<file path="src/flash_seq_pkg.sv">
package flash_seq_pkg;
  localparam logic [7:0] CMD_UNLOCK1 = 8'haa;
  localparam logic [7:0] CMD_UNLOCK2 = 8'h55;
  localparam logic [7:0] CMD_READ_ID = 8'h90;
  localparam logic [7:0] CMD_PROGRAM = 8'ha0;
  localparam logic [7:0] CMD_ERASE_SETUP = 8'h80;
  localparam logic [7:0] CMD_BULK = 8'h10;
  localparam logic [7:0] CMD_SECTOR = 8'h30;
  localparam logic [7:0] CMD_SUSPEND = 8'hb0;
  localparam logic [7:0] CMD_RESUME = 8'h30;
  localparam logic [7:0] CMD_RESET = 8'hf0;
  localparam logic [11:0] ADDR_UNLOCK1 = 12'h555;
  localparam logic [11:0] ADDR_UNLOCK2 = 12'haaa;
  localparam logic [2:0] QUERY_ID = 3'h1;
  localparam logic [2:0] QUERY_PROT = 3'h2;
  localparam logic [7:0] PROT_YES = 8'h01;
  localparam logic [7:0] PROT_NO = 8'h00;
  localparam logic [7:0] ALL_SECTORS = 8'hff;
  localparam logic [7:0] NO_SECTORS = 8'h00;
  localparam int CLK_MHZ = 100;
  localparam int ERASE_GAP_US = 80;
  localparam int ERASE_GAP_CYC = ERASE_GAP_US * CLK_MHZ;
  localparam int TMO_W = 16;
  // Arbitrary neutral identification value
  localparam logic [7:0] DEVICE_ID = 8'h5a;
  typedef enum logic [3:0] {
    ST_READ = 4'h0,
    ST_UNL1 = 4'h1,
    ST_UNL2 = 4'h2,
    ST_PROG_DATA = 4'h3,
    ST_ERA_SETUP = 4'h4,
    ST_ERA_UNL1 = 4'h5,
    ST_ERA_UNL2 = 4'h6,
    ST_ERA_ACCUM = 4'h7,
    ST_QUERY = 4'h8,
    ST_SUSPENDED = 4'h9
  } dec_state_t;
endpackage : flash_seq_pkg

</file>
<file path="src/flash_bus_if.sv">
`timescale 1ns/1ps
interface flash_bus_if;
  logic [17:0] addr;
  logic [7:0] wdata;
  logic [7:0] rdata;
  logic wr_n;
  logic rd_n;
  logic [7:0] sector_selects;
  logic ready_busy_pin;
  logic error_flag_bit;
  modport device (input addr, wdata, wr_n, rd_n, sector_selects, output rdata, ready_busy_pin, error_flag_bit);
  modport host (output addr, wdata, wr_n, rd_n, sector_selects, input rdata, ready_busy_pin, error_flag_bit);
endinterface : flash_bus_if

</file>
<file path="src/flash_instruction_sequence_decoder.sv">
`timescale 1ns/1ps
// Overview of operation
// - Sequences open with AA@555, 55@AAA
// - Decode only address bits eleven to zero
// - Each write cycle needs exactly one sector select
// - 90h then read A6,A1,A0=001 gives identifier
// - Query 010 returns sector protection 01/00
// - A0h then data write starts programming
// - 80h, unlock, 10h erases all sectors
// - 30h per sector within 80 us
// - B0h suspends only running sector erase
// - 30h resumes only when erase suspended
// - F0h returns to read array mode
// - Bad byte or time-out aborts to read
// - Sequence bytes decoded, never stored
// - Read array after reset and reset command
// - Address at write fall, data at rise
// - Host runs single bus cycles on user request
// - Protection also readable as read-only register
// - Ready/busy low while program or erase, held high while erase suspended
// - Program to protected sector ignored
module flash_instruction_sequence_decoder #(
  parameter int TMO_CYC = flash_seq_pkg::ERASE_GAP_CYC
) (
  // Clock and reset
  input wire logic CLK,
  input wire logic SYS_RST,
  // Processor bus
  flash_bus_if.device BUS,
  // Array and algorithm side
  input wire logic [7:0] PROTECT,
  input wire logic [7:0] ARRAY_DATA,
  input wire logic ALGO_BUSY,
  input wire logic ALGO_ERROR,
  output logic PROG_START,
  output logic [17:0] PROG_ADDR,
  output logic [7:0] PROG_DATA,
  output logic ERASE_START,
  output logic [7:0] ERASE_SECTORS,
  output logic ERASE_SUSPEND,
  output logic ERASE_RESUME,
  output logic [7:0] PROT_REG
);
  // Three-stage sampler on the write strobe
  logic [2:0] wr_sync;
  logic wr_level;
  logic wr_fall;
  logic wr_rise;
  logic [17:0] lat_addr;
  logic [7:0] lat_sel;
  flash_seq_pkg::dec_state_t state;
  flash_seq_pkg::dec_state_t next_state;
  logic [flash_seq_pkg::TMO_W-1:0] tmo_cnt;
  logic erasing;
  logic suspended;
  logic err;
  logic [7:0] erase_acc;
  logic [7:0] rdata;

  assign wr_fall = wr_level & ~wr_sync[2] & ~wr_sync[1];
  assign wr_rise = ~wr_level & wr_sync[2] & wr_sync[1];

  wire [11:0] low_addr = lat_addr[11:0];
  wire [7:0] d = BUS.wdata;
  wire one_sel = (lat_sel != flash_seq_pkg::NO_SECTORS) && ((lat_sel & (lat_sel - 8'h01)) == 8'h00);
  wire is_unl1 = one_sel && d == flash_seq_pkg::CMD_UNLOCK1 && low_addr == flash_seq_pkg::ADDR_UNLOCK1;
  wire is_unl2 = one_sel && d == flash_seq_pkg::CMD_UNLOCK2 && low_addr == flash_seq_pkg::ADDR_UNLOCK2;
  wire at_555 = one_sel && low_addr == flash_seq_pkg::ADDR_UNLOCK1;
  // Suspend only counts while a sector erase really runs
  wire suspend_ok = one_sel && d == flash_seq_pkg::CMD_SUSPEND && erasing && !suspended;
  wire sel_prot = |(lat_sel & PROTECT);
  wire timed_out = tmo_cnt >= flash_seq_pkg::TMO_W'(TMO_CYC);
  wire in_seq = state != flash_seq_pkg::ST_READ && state != flash_seq_pkg::ST_QUERY
    && state != flash_seq_pkg::ST_SUSPENDED;
  wire [2:0] qsel = {BUS.addr[6], BUS.addr[1], BUS.addr[0]};
  wire rd_sel = BUS.sector_selects != flash_seq_pkg::NO_SECTORS;
  wire [7:0] prot_byte = (|(BUS.sector_selects & PROTECT)) ? flash_seq_pkg::PROT_YES : flash_seq_pkg::PROT_NO;
  wire [7:0] query_data = (qsel == flash_seq_pkg::QUERY_ID) ? flash_seq_pkg::DEVICE_ID :
    (qsel == flash_seq_pkg::QUERY_PROT) ? prot_byte : ARRAY_DATA;
  wire [7:0] next_rdata = (state == flash_seq_pkg::ST_QUERY && rd_sel) ? query_data : ARRAY_DATA;

  always_comb begin
    next_state = state;
    if (wr_rise) begin
      case (state)
        flash_seq_pkg::ST_READ, flash_seq_pkg::ST_QUERY: begin
          if (is_unl1 && state == flash_seq_pkg::ST_READ) next_state = flash_seq_pkg::ST_UNL1;
          else if (suspend_ok && state == flash_seq_pkg::ST_READ) next_state = flash_seq_pkg::ST_SUSPENDED;
          else if (one_sel && d == flash_seq_pkg::CMD_RESET) begin
            next_state = suspended ? flash_seq_pkg::ST_SUSPENDED : flash_seq_pkg::ST_READ;
          end
        end
        flash_seq_pkg::ST_UNL1: next_state = is_unl2 ? flash_seq_pkg::ST_UNL2 : flash_seq_pkg::ST_READ;
        flash_seq_pkg::ST_UNL2: begin
          if (at_555 && d == flash_seq_pkg::CMD_READ_ID) next_state = flash_seq_pkg::ST_QUERY;
          else if (at_555 && d == flash_seq_pkg::CMD_PROGRAM) next_state = flash_seq_pkg::ST_PROG_DATA;
          else if (at_555 && d == flash_seq_pkg::CMD_ERASE_SETUP && !suspended) next_state = flash_seq_pkg::ST_ERA_SETUP;
          else next_state = suspended ? flash_seq_pkg::ST_SUSPENDED : flash_seq_pkg::ST_READ;
        end
        flash_seq_pkg::ST_PROG_DATA: next_state = suspended ? flash_seq_pkg::ST_SUSPENDED : flash_seq_pkg::ST_READ;
        flash_seq_pkg::ST_ERA_SETUP: next_state = is_unl1 ? flash_seq_pkg::ST_ERA_UNL1 : flash_seq_pkg::ST_READ;
        flash_seq_pkg::ST_ERA_UNL1: next_state = is_unl2 ? flash_seq_pkg::ST_ERA_UNL2 : flash_seq_pkg::ST_READ;
        flash_seq_pkg::ST_ERA_UNL2: begin
          if (one_sel && d == flash_seq_pkg::CMD_SECTOR) next_state = flash_seq_pkg::ST_ERA_ACCUM;
          else next_state = flash_seq_pkg::ST_READ;
        end
        flash_seq_pkg::ST_ERA_ACCUM: begin
          if (one_sel && d == flash_seq_pkg::CMD_SECTOR) next_state = flash_seq_pkg::ST_ERA_ACCUM;
          else next_state = flash_seq_pkg::ST_READ;
        end
        flash_seq_pkg::ST_SUSPENDED: begin
          if (one_sel && d == flash_seq_pkg::CMD_RESUME) next_state = flash_seq_pkg::ST_READ;
          else if (is_unl1) next_state = flash_seq_pkg::ST_UNL1;
        end
        default: next_state = flash_seq_pkg::ST_READ;
      endcase
    end else if (in_seq && state != flash_seq_pkg::ST_ERA_ACCUM && timed_out) begin
      next_state = suspended ? flash_seq_pkg::ST_SUSPENDED : flash_seq_pkg::ST_READ;
    end else if (state == flash_seq_pkg::ST_ERA_ACCUM && timed_out) begin
      next_state = flash_seq_pkg::ST_READ;
    end
  end

  always_ff @(posedge CLK or posedge SYS_RST) begin
    if (SYS_RST) begin
      wr_sync <= 3'h7;
      wr_level <= 1'b1;
    end else begin
      wr_sync <= {wr_sync[1:0], BUS.wr_n};
      if (wr_sync[2] == wr_sync[1]) wr_level <= wr_sync[2];
    end
  end

  always_ff @(posedge CLK or posedge SYS_RST) begin
    if (SYS_RST) begin
      lat_addr <= 18'h00000;
      lat_sel <= 8'h00;
    end else if (wr_fall) begin
      lat_addr <= BUS.addr;
      lat_sel <= BUS.sector_selects;
    end
  end

  always_ff @(posedge CLK or posedge SYS_RST) begin
    if (SYS_RST) begin
      state <= flash_seq_pkg::ST_READ;
      tmo_cnt <= '0;
    end else begin
      state <= next_state;
      if (wr_rise) tmo_cnt <= '0;
      else if (!timed_out) tmo_cnt <= tmo_cnt + 1'b1;
    end
  end

  // Commands; data write is decoded, the array sees it only via PROG_*
  always_ff @(posedge CLK or posedge SYS_RST) begin
    if (SYS_RST) begin
      PROG_START <= 1'b0;
      PROG_ADDR <= 18'h00000;
      PROG_DATA <= 8'h00;
      ERASE_START <= 1'b0;
      ERASE_SECTORS <= 8'h00;
      ERASE_SUSPEND <= 1'b0;
      ERASE_RESUME <= 1'b0;
      erase_acc <= 8'h00;
      erasing <= 1'b0;
      suspended <= 1'b0;
    end else begin
      PROG_START <= 1'b0;
      ERASE_START <= 1'b0;
      ERASE_SUSPEND <= 1'b0;
      ERASE_RESUME <= 1'b0;
      if (wr_rise && state == flash_seq_pkg::ST_PROG_DATA && one_sel && !sel_prot) begin
        PROG_START <= 1'b1;
        PROG_ADDR <= lat_addr;
        PROG_DATA <= d;
      end
      if (wr_rise && state == flash_seq_pkg::ST_ERA_UNL2 && one_sel && d == flash_seq_pkg::CMD_BULK) begin
        ERASE_START <= 1'b1;
        ERASE_SECTORS <= flash_seq_pkg::ALL_SECTORS;
      end
      if (wr_rise && next_state == flash_seq_pkg::ST_ERA_ACCUM) erase_acc <= erase_acc | lat_sel;
      if (state == flash_seq_pkg::ST_ERA_ACCUM && next_state != flash_seq_pkg::ST_ERA_ACCUM
          && next_state != flash_seq_pkg::ST_SUSPENDED) begin
        ERASE_START <= 1'b1;
        ERASE_SECTORS <= erase_acc;
        erase_acc <= 8'h00;
        erasing <= 1'b1;
      end
      if (erasing && !ALGO_BUSY && !ERASE_START && !suspended) erasing <= 1'b0;
      if (wr_rise && suspend_ok && state == flash_seq_pkg::ST_READ) begin
        ERASE_SUSPEND <= 1'b1;
        suspended <= 1'b1;
      end
      if (wr_rise && state == flash_seq_pkg::ST_SUSPENDED && next_state == flash_seq_pkg::ST_READ) begin
        ERASE_RESUME <= 1'b1;
        suspended <= 1'b0;
      end
    end
  end

  always_ff @(posedge CLK or posedge SYS_RST) begin
    if (SYS_RST) begin
      err <= 1'b0;
      rdata <= 8'h00;
      PROT_REG <= 8'h00;
    end else begin
      if (ALGO_ERROR) err <= 1'b1;
      else if (wr_rise && one_sel && d == flash_seq_pkg::CMD_RESET) err <= 1'b0;
      rdata <= next_rdata;
      PROT_REG <= PROTECT;
    end
  end

  assign BUS.rdata = rdata;
  assign BUS.ready_busy_pin = ~(ALGO_BUSY | PROG_START | ERASE_START) | suspended;
  assign BUS.error_flag_bit = err;
endmodule : flash_instruction_sequence_decoder

</file>
<file path="src/flat_wrapper.sv">
// flat-port wrapper written by rule: the top's interface ports become plain ports
module flash_instruction_sequence_decoder_flat 
#(
  parameter int TMO_CYC = flash_seq_pkg::ERASE_GAP_CYC
)
  (CLK, SYS_RST, PROTECT, ARRAY_DATA, ALGO_BUSY, ALGO_ERROR, PROG_START, PROG_ADDR, PROG_DATA, ERASE_START, ERASE_SECTORS, ERASE_SUSPEND, ERASE_RESUME, PROT_REG, BUS_addr, BUS_wdata, BUS_wr_n, BUS_rd_n, BUS_sector_selects, BUS_rdata, BUS_ready_busy_pin, BUS_error_flag_bit);
  flash_bus_if BUS_i ();
  input wire logic CLK;
  input wire logic SYS_RST;
  input wire logic [7:0] PROTECT;
  input wire logic [7:0] ARRAY_DATA;
  input wire logic ALGO_BUSY;
  input wire logic ALGO_ERROR;
  output logic PROG_START;
  output logic [17:0] PROG_ADDR;
  output logic [7:0] PROG_DATA;
  output logic ERASE_START;
  output logic [7:0] ERASE_SECTORS;
  output logic ERASE_SUSPEND;
  output logic ERASE_RESUME;
  output logic [7:0] PROT_REG;
  input wire logic [$bits(BUS_i.addr)-1:0] BUS_addr;
  input wire logic [$bits(BUS_i.wdata)-1:0] BUS_wdata;
  input wire logic [$bits(BUS_i.wr_n)-1:0] BUS_wr_n;
  input wire logic [$bits(BUS_i.rd_n)-1:0] BUS_rd_n;
  input wire logic [$bits(BUS_i.sector_selects)-1:0] BUS_sector_selects;
  output wire logic [$bits(BUS_i.rdata)-1:0] BUS_rdata;
  output wire logic [$bits(BUS_i.ready_busy_pin)-1:0] BUS_ready_busy_pin;
  output wire logic [$bits(BUS_i.error_flag_bit)-1:0] BUS_error_flag_bit;
  assign BUS_i.addr = BUS_addr;
  assign BUS_i.wdata = BUS_wdata;
  assign BUS_i.wr_n = BUS_wr_n;
  assign BUS_i.rd_n = BUS_rd_n;
  assign BUS_i.sector_selects = BUS_sector_selects;
  assign BUS_rdata = BUS_i.rdata;
  assign BUS_ready_busy_pin = BUS_i.ready_busy_pin;
  assign BUS_error_flag_bit = BUS_i.error_flag_bit;
  flash_instruction_sequence_decoder #(.TMO_CYC(TMO_CYC)) u_core (.CLK(CLK), .SYS_RST(SYS_RST), .BUS(BUS_i), .PROTECT(PROTECT), .ARRAY_DATA(ARRAY_DATA), .ALGO_BUSY(ALGO_BUSY), .ALGO_ERROR(ALGO_ERROR), .PROG_START(PROG_START), .PROG_ADDR(PROG_ADDR), .PROG_DATA(PROG_DATA), .ERASE_START(ERASE_START), .ERASE_SECTORS(ERASE_SECTORS), .ERASE_SUSPEND(ERASE_SUSPEND), .ERASE_RESUME(ERASE_RESUME), .PROT_REG(PROT_REG));
endmodule
</file>
<file path="config.mk">
export PLATFORM = sky130hd
export DESIGN_NAME = flash_instruction_sequence_decoder_flat
export DESIGN_NICKNAME = d
export VERILOG_FILES = /design/src/flash_seq_pkg.sv /design/src/flash_bus_if.sv /design/src/flash_instruction_sequence_decoder.sv /design/src/flat_wrapper.sv
export SDC_FILE = /design/constraint.sdc
export NUM_CORES = 1
export LEC_CHECK = 0
export BUFFER_PORTS_ARGS = -buffer_cell sky130_fd_sc_hd__buf_2
export CAP_MARGIN = 5
export CORE_MARGIN = 5
export CORE_UTILIZATION = 45
export DETAILED_ROUTE_END_ITERATION = 10
export GPL_ROUTABILITY_DRIVEN = 0
export HOLD_SLACK_MARGIN = 0.05
export MAX_ROUTING_LAYER = met4
export PLACE_DENSITY = 0.68
export SLEW_MARGIN = 20
export SYNTH_ARGS = -nofsm -noshare
export SYNTH_HDL_FRONTEND = slang
export SYNTH_SLANG_ARGS = --single-unit
</file>
<file path="constraint.sdc">
create_clock -name CLK -period 4.25 [get_ports CLK]
set_input_delay 0.425 -clock CLK [delete_from_list [all_inputs] [get_ports CLK]]
set_output_delay 0.425 -clock CLK [all_outputs]
set_load 0.005 [all_outputs]
</file>
======== Yosys cells after proc, flatten, opt, wreduce, memory -nomap -nowiden ========
Cells that the tools add are included.
W data, S select, Z words.
operators by class
  eq/ne operators ......................... 30
  $add $sub $neg .......................... 2
  magnitude comparators ................... 1
  bitwise operators ....................... 15
  reduce and logical (&&, ||, !) cells .... 60
  multiplexer cells ....................... 38
operators by type and width
  operator                 count
  $mux W8                  7
  $eq A8 B8 Y1 const B     6
  $mux W4                  12
  $logic_and A1 B1 Y1      41
  $mux W16                 2
  $pmux W4 S8              1
  $and A8 B8 Y8            3
  $eq A4 B3 Y1 const B     5
  $add A16 B1 Y16 const B  1
  $ge A16 B13 Y1 const B   1
  $reduce_bool A8 Y1       2
  $reduce_or A8 Y1         2
  $eq A12 B11 Y1 const B   1
  $eq A12 B12 Y1 const B   1
  $mux W1                  12
  $ne A4 B4 Y1 const B     3
  $reduce_bool A2 Y1       5
  $mux W3                  3
  $eq A4 B2 Y1 const B     2
  $eq A4 B4 Y1 const B     2
  $eq A8 B5 Y1 const B     1
  $eq A8 B6 Y1 const B     1
  $eq A8 B7 Y1 const B     1
  $logic_not A4 Y1         2
  other kinds (16)         29
storage, ports and cells
  input port bits ......................... 56
  flip-flop bits (word level) ............. 115
  output and inout bits ................... 56
  logic and storage cells ................. 165

======== Longest topological paths before layout ========
  depth after elaboration ................. 17
  gate-level depth with buffers ........... 11
  gate-level depth less buffers ........... 8

======== Worst setup path after synthesis ========
OpenSTA, ideal clock, no wires.
  kind .................................... register to register
  from .................................... reg u_core.lat_sel[2]
  to ...................................... reg u_core.erase_acc[0]
  slack ................................... 2.027 ns
  clock period less this slack ............ 2.223 ns
  arrival ................................. 2.104 ns
  path buffers ............................ 2
  required time ........................... 4.131 ns
  stages on the path, launching flop included .. 11
  library setup time ...................... 0.119 ns
  cells stage by stage .................... dfrtp_1 -> nor4_4 -> nand4b_1 -> and4_4 -> a21oi_2 -> a311oi_4 -> o21bai_4 -> nand3_2 -> buf_6 -> buf_6 -> o21a_1
between the ends
  cells in the longest elaborated chain, start to end .. 16
  elaborated cells on any way between the ends .. 43
  classes of those cells .................. add/sub (1); eq/ne (3); mux (15); bitwise (1); reduce/logical (23)
RTL lines
  what                                                   RTL line                                                                            text
  start, declared                                        flash_instruction_sequence_decoder.sv:50                                            logic [7:0] lat_sel;
  start signal, assigned                                 flash_instruction_sequence_decoder.sv:140                                           lat_sel <= BUS.sector_selects;
  $sub A8 B1 Y8                                          flash_instruction_sequence_decoder.sv:65                                            wire one_sel = (lat_sel != flash_seq_pkg::NO_SECTORS) && ((lat_sel & (lat_sel - 8'h01)) == 8'h00);
  $and A8 B8 Y8                                          flash_instruction_sequence_decoder.sv:65
  $logic_not A8 Y1                                       flash_instruction_sequence_decoder.sv:65
  $logic_and A1 B1 Y1 (*)                                flash_instruction_sequence_decoder.sv:65
  $logic_and A1 B1 Y1 (on tied branches)                 flash_instruction_sequence_decoder.sv:68, flash_instruction_sequence_decoder.sv:70
  $logic_and A1 B1 Y1 (on tied branches) (2 in a row)    flash_instruction_sequence_decoder.sv:97, flash_instruction_sequence_decoder.sv:70
  $mux W4 / $logic_and A1 B1 Y1 (equally long branches)  flash_instruction_sequence_decoder.sv:97, flash_instruction_sequence_decoder.sv:88
  $mux W4 (on tied branches)                             flash_instruction_sequence_decoder.sv:96, flash_instruction_sequence_decoder.sv:88
  $mux W4 (on tied branches)                             flash_instruction_sequence_decoder.sv:95, flash_instruction_sequence_decoder.sv:87
  $pmux W4 S8 (*)                                        flash_instruction_sequence_decoder.sv:85                                            case (state)
  $mux W4 (*)                                            flash_instruction_sequence_decoder.sv:84                                            if (wr_rise) begin
  $ne A4 B3 Y1                                           flash_instruction_sequence_decoder.sv:183                                           if (state == flash_seq_pkg::ST_ERA_ACCUM && next_state != flash_seq_pkg::ST_ERA_ACCUM
  $logic_and A1 B1 Y1                                    flash_instruction_sequence_decoder.sv:183
  $logic_and A1 B1 Y1                                    flash_instruction_sequence_decoder.sv:184                                           && next_state != flash_seq_pkg::ST_SUSPENDED) begin
  $mux W8 / $reduce_bool A2 Y1 (equally long branches)   --
  end signal, assigned                                   flash_instruction_sequence_decoder.sv:182                                           if (wr_rise && next_state == flash_seq_pkg::ST_ERA_ACCUM) erase_acc <= erase_acc | lat_sel;
  end, declared                                          flash_instruction_sequence_decoder.sv:57                                            logic [7:0] erase_acc;
Every way passes the cells marked *; elsewhere a longest branch is shown, timed or not.
A chain may end at the register's enable or synchronous reset.

======== Worst setup path after layout ========
  from .................................... reg u_core.state[2]
  to ...................................... reg u_core.ERASE_SECTORS[1]
between the ends
  cells in the longest elaborated chain, start to end .. 11
  elaborated cells on any way between the ends .. 41
  classes of those cells .................. eq/ne (14); mux (10); reduce/logical (17)
RTL lines
  what                                                  RTL line                                   text
  start, declared                                       flash_instruction_sequence_decoder.sv:51   flash_seq_pkg::dec_state_t state;
  start signal, assigned                                flash_instruction_sequence_decoder.sv:146  state <= flash_seq_pkg::ST_READ;
  start signal, assigned                                flash_instruction_sequence_decoder.sv:149  state <= next_state;
  branches (longest 11 deep; another with $pmux W4 S8)  --
  end signal, assigned                                  flash_instruction_sequence_decoder.sv:180  ERASE_SECTORS <= flash_seq_pkg::ALL_SECTORS;
  end signal, assigned                                  flash_instruction_sequence_decoder.sv:186  ERASE_SECTORS <= erase_acc;
  end, declared                                         flash_instruction_sequence_decoder.sv:39   output logic [7:0] ERASE_SECTORS,
Parallel ways; which one is timed is not known.

==> key figures <==
Run status
  • Status: complete, no violations

STA
  • Layout Skew: 0.00796 ns
  • Slew @ Worst Pin: 0.667 ns
  • RSZ-0062 raised after global routing: no
  • Minimum clock period: 2.88 ns
  • TNS Setup: 0 ns
  • Slew Limit Fails: 0
  • Fin crit share: 67.7%
  • Worst slew margin: 55.5%
  • Setup violations, final: 0
  • FMAX: 347 MHz
  • Final Hold Vio Count: 0

Yosys
  • Synth cell types: 65
  • Syn Nets: 566
  • Synth Area in Simple Gates: 24.0%
  • Mux cell area share after synthesis: 7.35%
  • Most common cell in the netlist: dfrtp_1
  • Post-synth top cells: 111 x dfrtp_1, 102 x nand2_1, 41 x nor2_1
  • Mapped cell area: 0.00534 sq mm
  • Largest family of logic cells by synthesized area: simple AND/OR/NAND/NOR gates
  • Post-synth top area share: 52.0%
  • Asr flop ratio synth: 100%
  • Post-synth top area cell: dfrtp_1
  • Main flop type after synthesis: dfrtp_1
  • Synth Instances: 508
  • Post-synth EDFFs: 0
  • Post-synthesis adder-cell area fraction: 0.656%
  • Yosys reg bits: 115
  • Post-synthesis compound-gate area fraction: 8.34%
  • Post-synthesis sequential area ratio: 53.9%
  • Syn Area/Cell: 10.5 sq um
  • XOR/XNOR share of the synthesized area: 1.97%
  • Synth area leaders: dfrtp_1 52%, nand2_1 7.2%, mux2_2 5.5%
  • Total of warnings raised by yosys: 0

Clocking
  • Clk buf depth: 2
  • Clk sinks: 115
  • Setup bufs post-CTS: 0
  • Clock slew at reported path FFs: 0.05 ns
  • CTS tree: built
  • Cell chosen for the clock root: clkbuf_16
  • H-Tree Depth: 4
  • CTS buffer count: 17
  • Worst-skew pair later-pin latency: 0.41 ns

Min path
  • Hold Crit Class: in2reg
  • Worst hold stages: 1
  • Hold Crit Endpoint: u_core.wr_sync[0]
  • Critical hold path startpoint: BUS_wr_n

Critical path
  • WP data required: 4.57 ns
  • Crit path launch: u_core.state[2]
  • RR Endpoint: u_core.ERASE_SECTORS[1]
  • Reg2Reg Depth: 8
  • Type of the worst setup path: reg2reg
  • Critical path arrival: 3.20 ns
  • Worst setup EP type: flip-flop
  • R2R Path Start: u_core.state[2]
  • R2R setup slack: 1.37 ns
  • Crit path launch type: flip-flop
  • Max FO, Critical Path: 18

Global route
  • M1 GR Usage: 24.4%
  • Total GRT Usage: 19.5%
  • Largest net degree at the start of global routing: 54
  • Vias in the first global route: 4283
  • Met2 Resource Use GR: 30.8%
  • Total grt overflow: 0
  • Initial antenna violation count: 0
  • First-pass GRT wire length: 21500 um
  • GR Util met3: 4.55%
  • Most crowded layer after global routing: met2

Die
  • Die Ht: 119 um
  • Core area: 0.0115 sq mm
  • Top-level port count: 112
  • Initial Util: 46.4%
  • Die ar.: 0.0142 sq mm
  • Die Wd: 119 um
  • Row Count: 39

Power and ir drop
  • Pwr/cell area: 477 mW/mm^2
  • Sequential fraction of design power: 41.4%
  • P_leak: 0.00328 uW
  • Clock power share: 47.7%
  • Sw power: 762 uW
  • Internal power: 2420 uW
  • Gate power share: 10.9%
  • Net Sw Frac: 24.0%
  • VDD IR max: 0.000352 V

Place
  • IO buf count: 110
  • Post-detail-place hpwl: 9230 um

Routing
  • Antenna viol nets, final: 0
  • 1st-pass router iterations: 4
  • Starting DRC count in detailed routing: 245
  • DRC viols: 0
  • Via density: 5.36
  • WL final: 12700 um
  • Routed via count: 4191
  • Avg WL per Cell: 16.3 um

Finish
  • Share of cells above drive strength 1: 31.8%
  • Synth-to-Final Area Change: 24.7%
  • Nets@finish: 684
  • Final core utilization: 57.9%
  • Ant diodes: 0

Flow run
  • Max cap viols: 0
[kinds of logic after synthesis]
family	count (synthesis)
xor+xnor	12
flops	115
fa+ha+maj	3
compound gates	62
mux	36
simple gates	239
buf+inv	41
[cells in the final DEF, fill, tap and decap left out, types with 3 or more instances in the layout]
| master | instances |
|---|---|
| dfrtp_1 | 111 |
| buf_2 | 110 |
| nand2_1 | 102 |
| nor2_1 | 41 |
| mux2_2 | 26 |
| inv_1 | 21 |
| o21ai_0 | 19 |
| clkbuf_16 | 17 |
| nand4_1 | 14 |
| nand3_1 | 13 |
| mux2i_1 | 10 |
| a21oi_1 | 9 |
| nor4b_1 | 8 |
| o21a_1 | 8 |
| xor2_1 | 8 |
| nand4b_1 | 6 |
| nor3_1 | 6 |
| nor4_1 | 6 |
| buf_4 | 6 |
| nor4bb_1 | 5 |
| and4bb_2 | 4 |
| or3_1 | 4 |
| and2_1 | 4 |
| xnor2_1 | 4 |
| clkinv_2 | 4 |
| bufinv_16 | 4 |
| clkbuf_8 | 4 |
| dfstp_2 | 4 |
| nor2b_1 | 3 |
| a22o_1 | 3 |
| a22oi_1 | 3 |
| o31ai_1 | 3 |
[critical path, stage by stage (launching register included)]
cell	delay (ns)
dfrtp_1	0.66
inv_1	0.25
nand4_1	0.23
nand2_1	0.07
nor4_1	0.41
a311oi_4	0.10
o21bai_4	0.30
nand3_2	0.45
mux2i_1	0.30
[through the flow]
step,hold WS (ns),area [sq um],total power (uW),std cells,setup WS [ns]
5_1_grt,0.103,6670,3320,782,1.19
2_1_floorplan,0.345,5340,1550,508,0.788
3_5_place_dp,0.353,6010,1680,749,1.42
4_1_cts,0.0979,6660,3210,782,1.41
6_report,0.111,6670,3180,782,1.37
3_3_place_gp,0.347,6010,1660,749,1.53
[worst max-delay path by stage]
stage	end	cells past startpoint
2_1_floorplan	u_core.BUS.error_flag_bit	1
3_3_place_gp	u_core.ERASE_SECTORS[3]	9
3_5_place_dp	u_core.ERASE_SECTORS[1]	8
4_1_cts	u_core.ERASE_SECTORS[1]	8
5_1_grt	u_core.ERASE_SECTORS[1]	8
6_report	u_core.ERASE_SECTORS[1]	8
[power by group through the flow]
stage,clock network (uW),logic [uW],registers (uW)
finish,1520,347,1320
global route,1600,388,1330
CTS,1540,350,1310
detailed placement,0,346,1330
global placement,0,335,1320
floorplan,0,261,1290
[area by class of cell]
type	instances	area, sq um
Clock inverter	9	150
Tap cell	143	179
Sequential cell	115	2880
Inverter	23	90.1
Multi-Input combinational cell	352	2270
Fill cell	1004	4850
Clock buffer	23	488
Timing Repair Buffer	117	606
[flip-flops by register name (all words and copies together) (netlist names), 8 cells and up]
signal                flops
u_core.PROT_REG           8
u_core.ERASE_SECTORS      8
u_core.PROG_DATA          8
u_core.tmo_cnt           16
u_core.erase_acc          8
u_core.BUS.rdata          8
u_core.PROG_ADDR         18
u_core.lat_addr          18
u_core.lat_sel            8
[layer usage]
metal,vias up,wire [um]
met5,-,0
met2,137,6150
li1,2003,-
met4,0,206
met1,2032,5620
met3,19,756
[timing repair]
item                                    4_1_cts  5_1_grt
gates resized for setup                       0        0
endpoints found under the hold margin        28        0
endpoints found under the setup margin        0        0
hold buffers                                  1        0
Power figures use the tool's default switching activity.
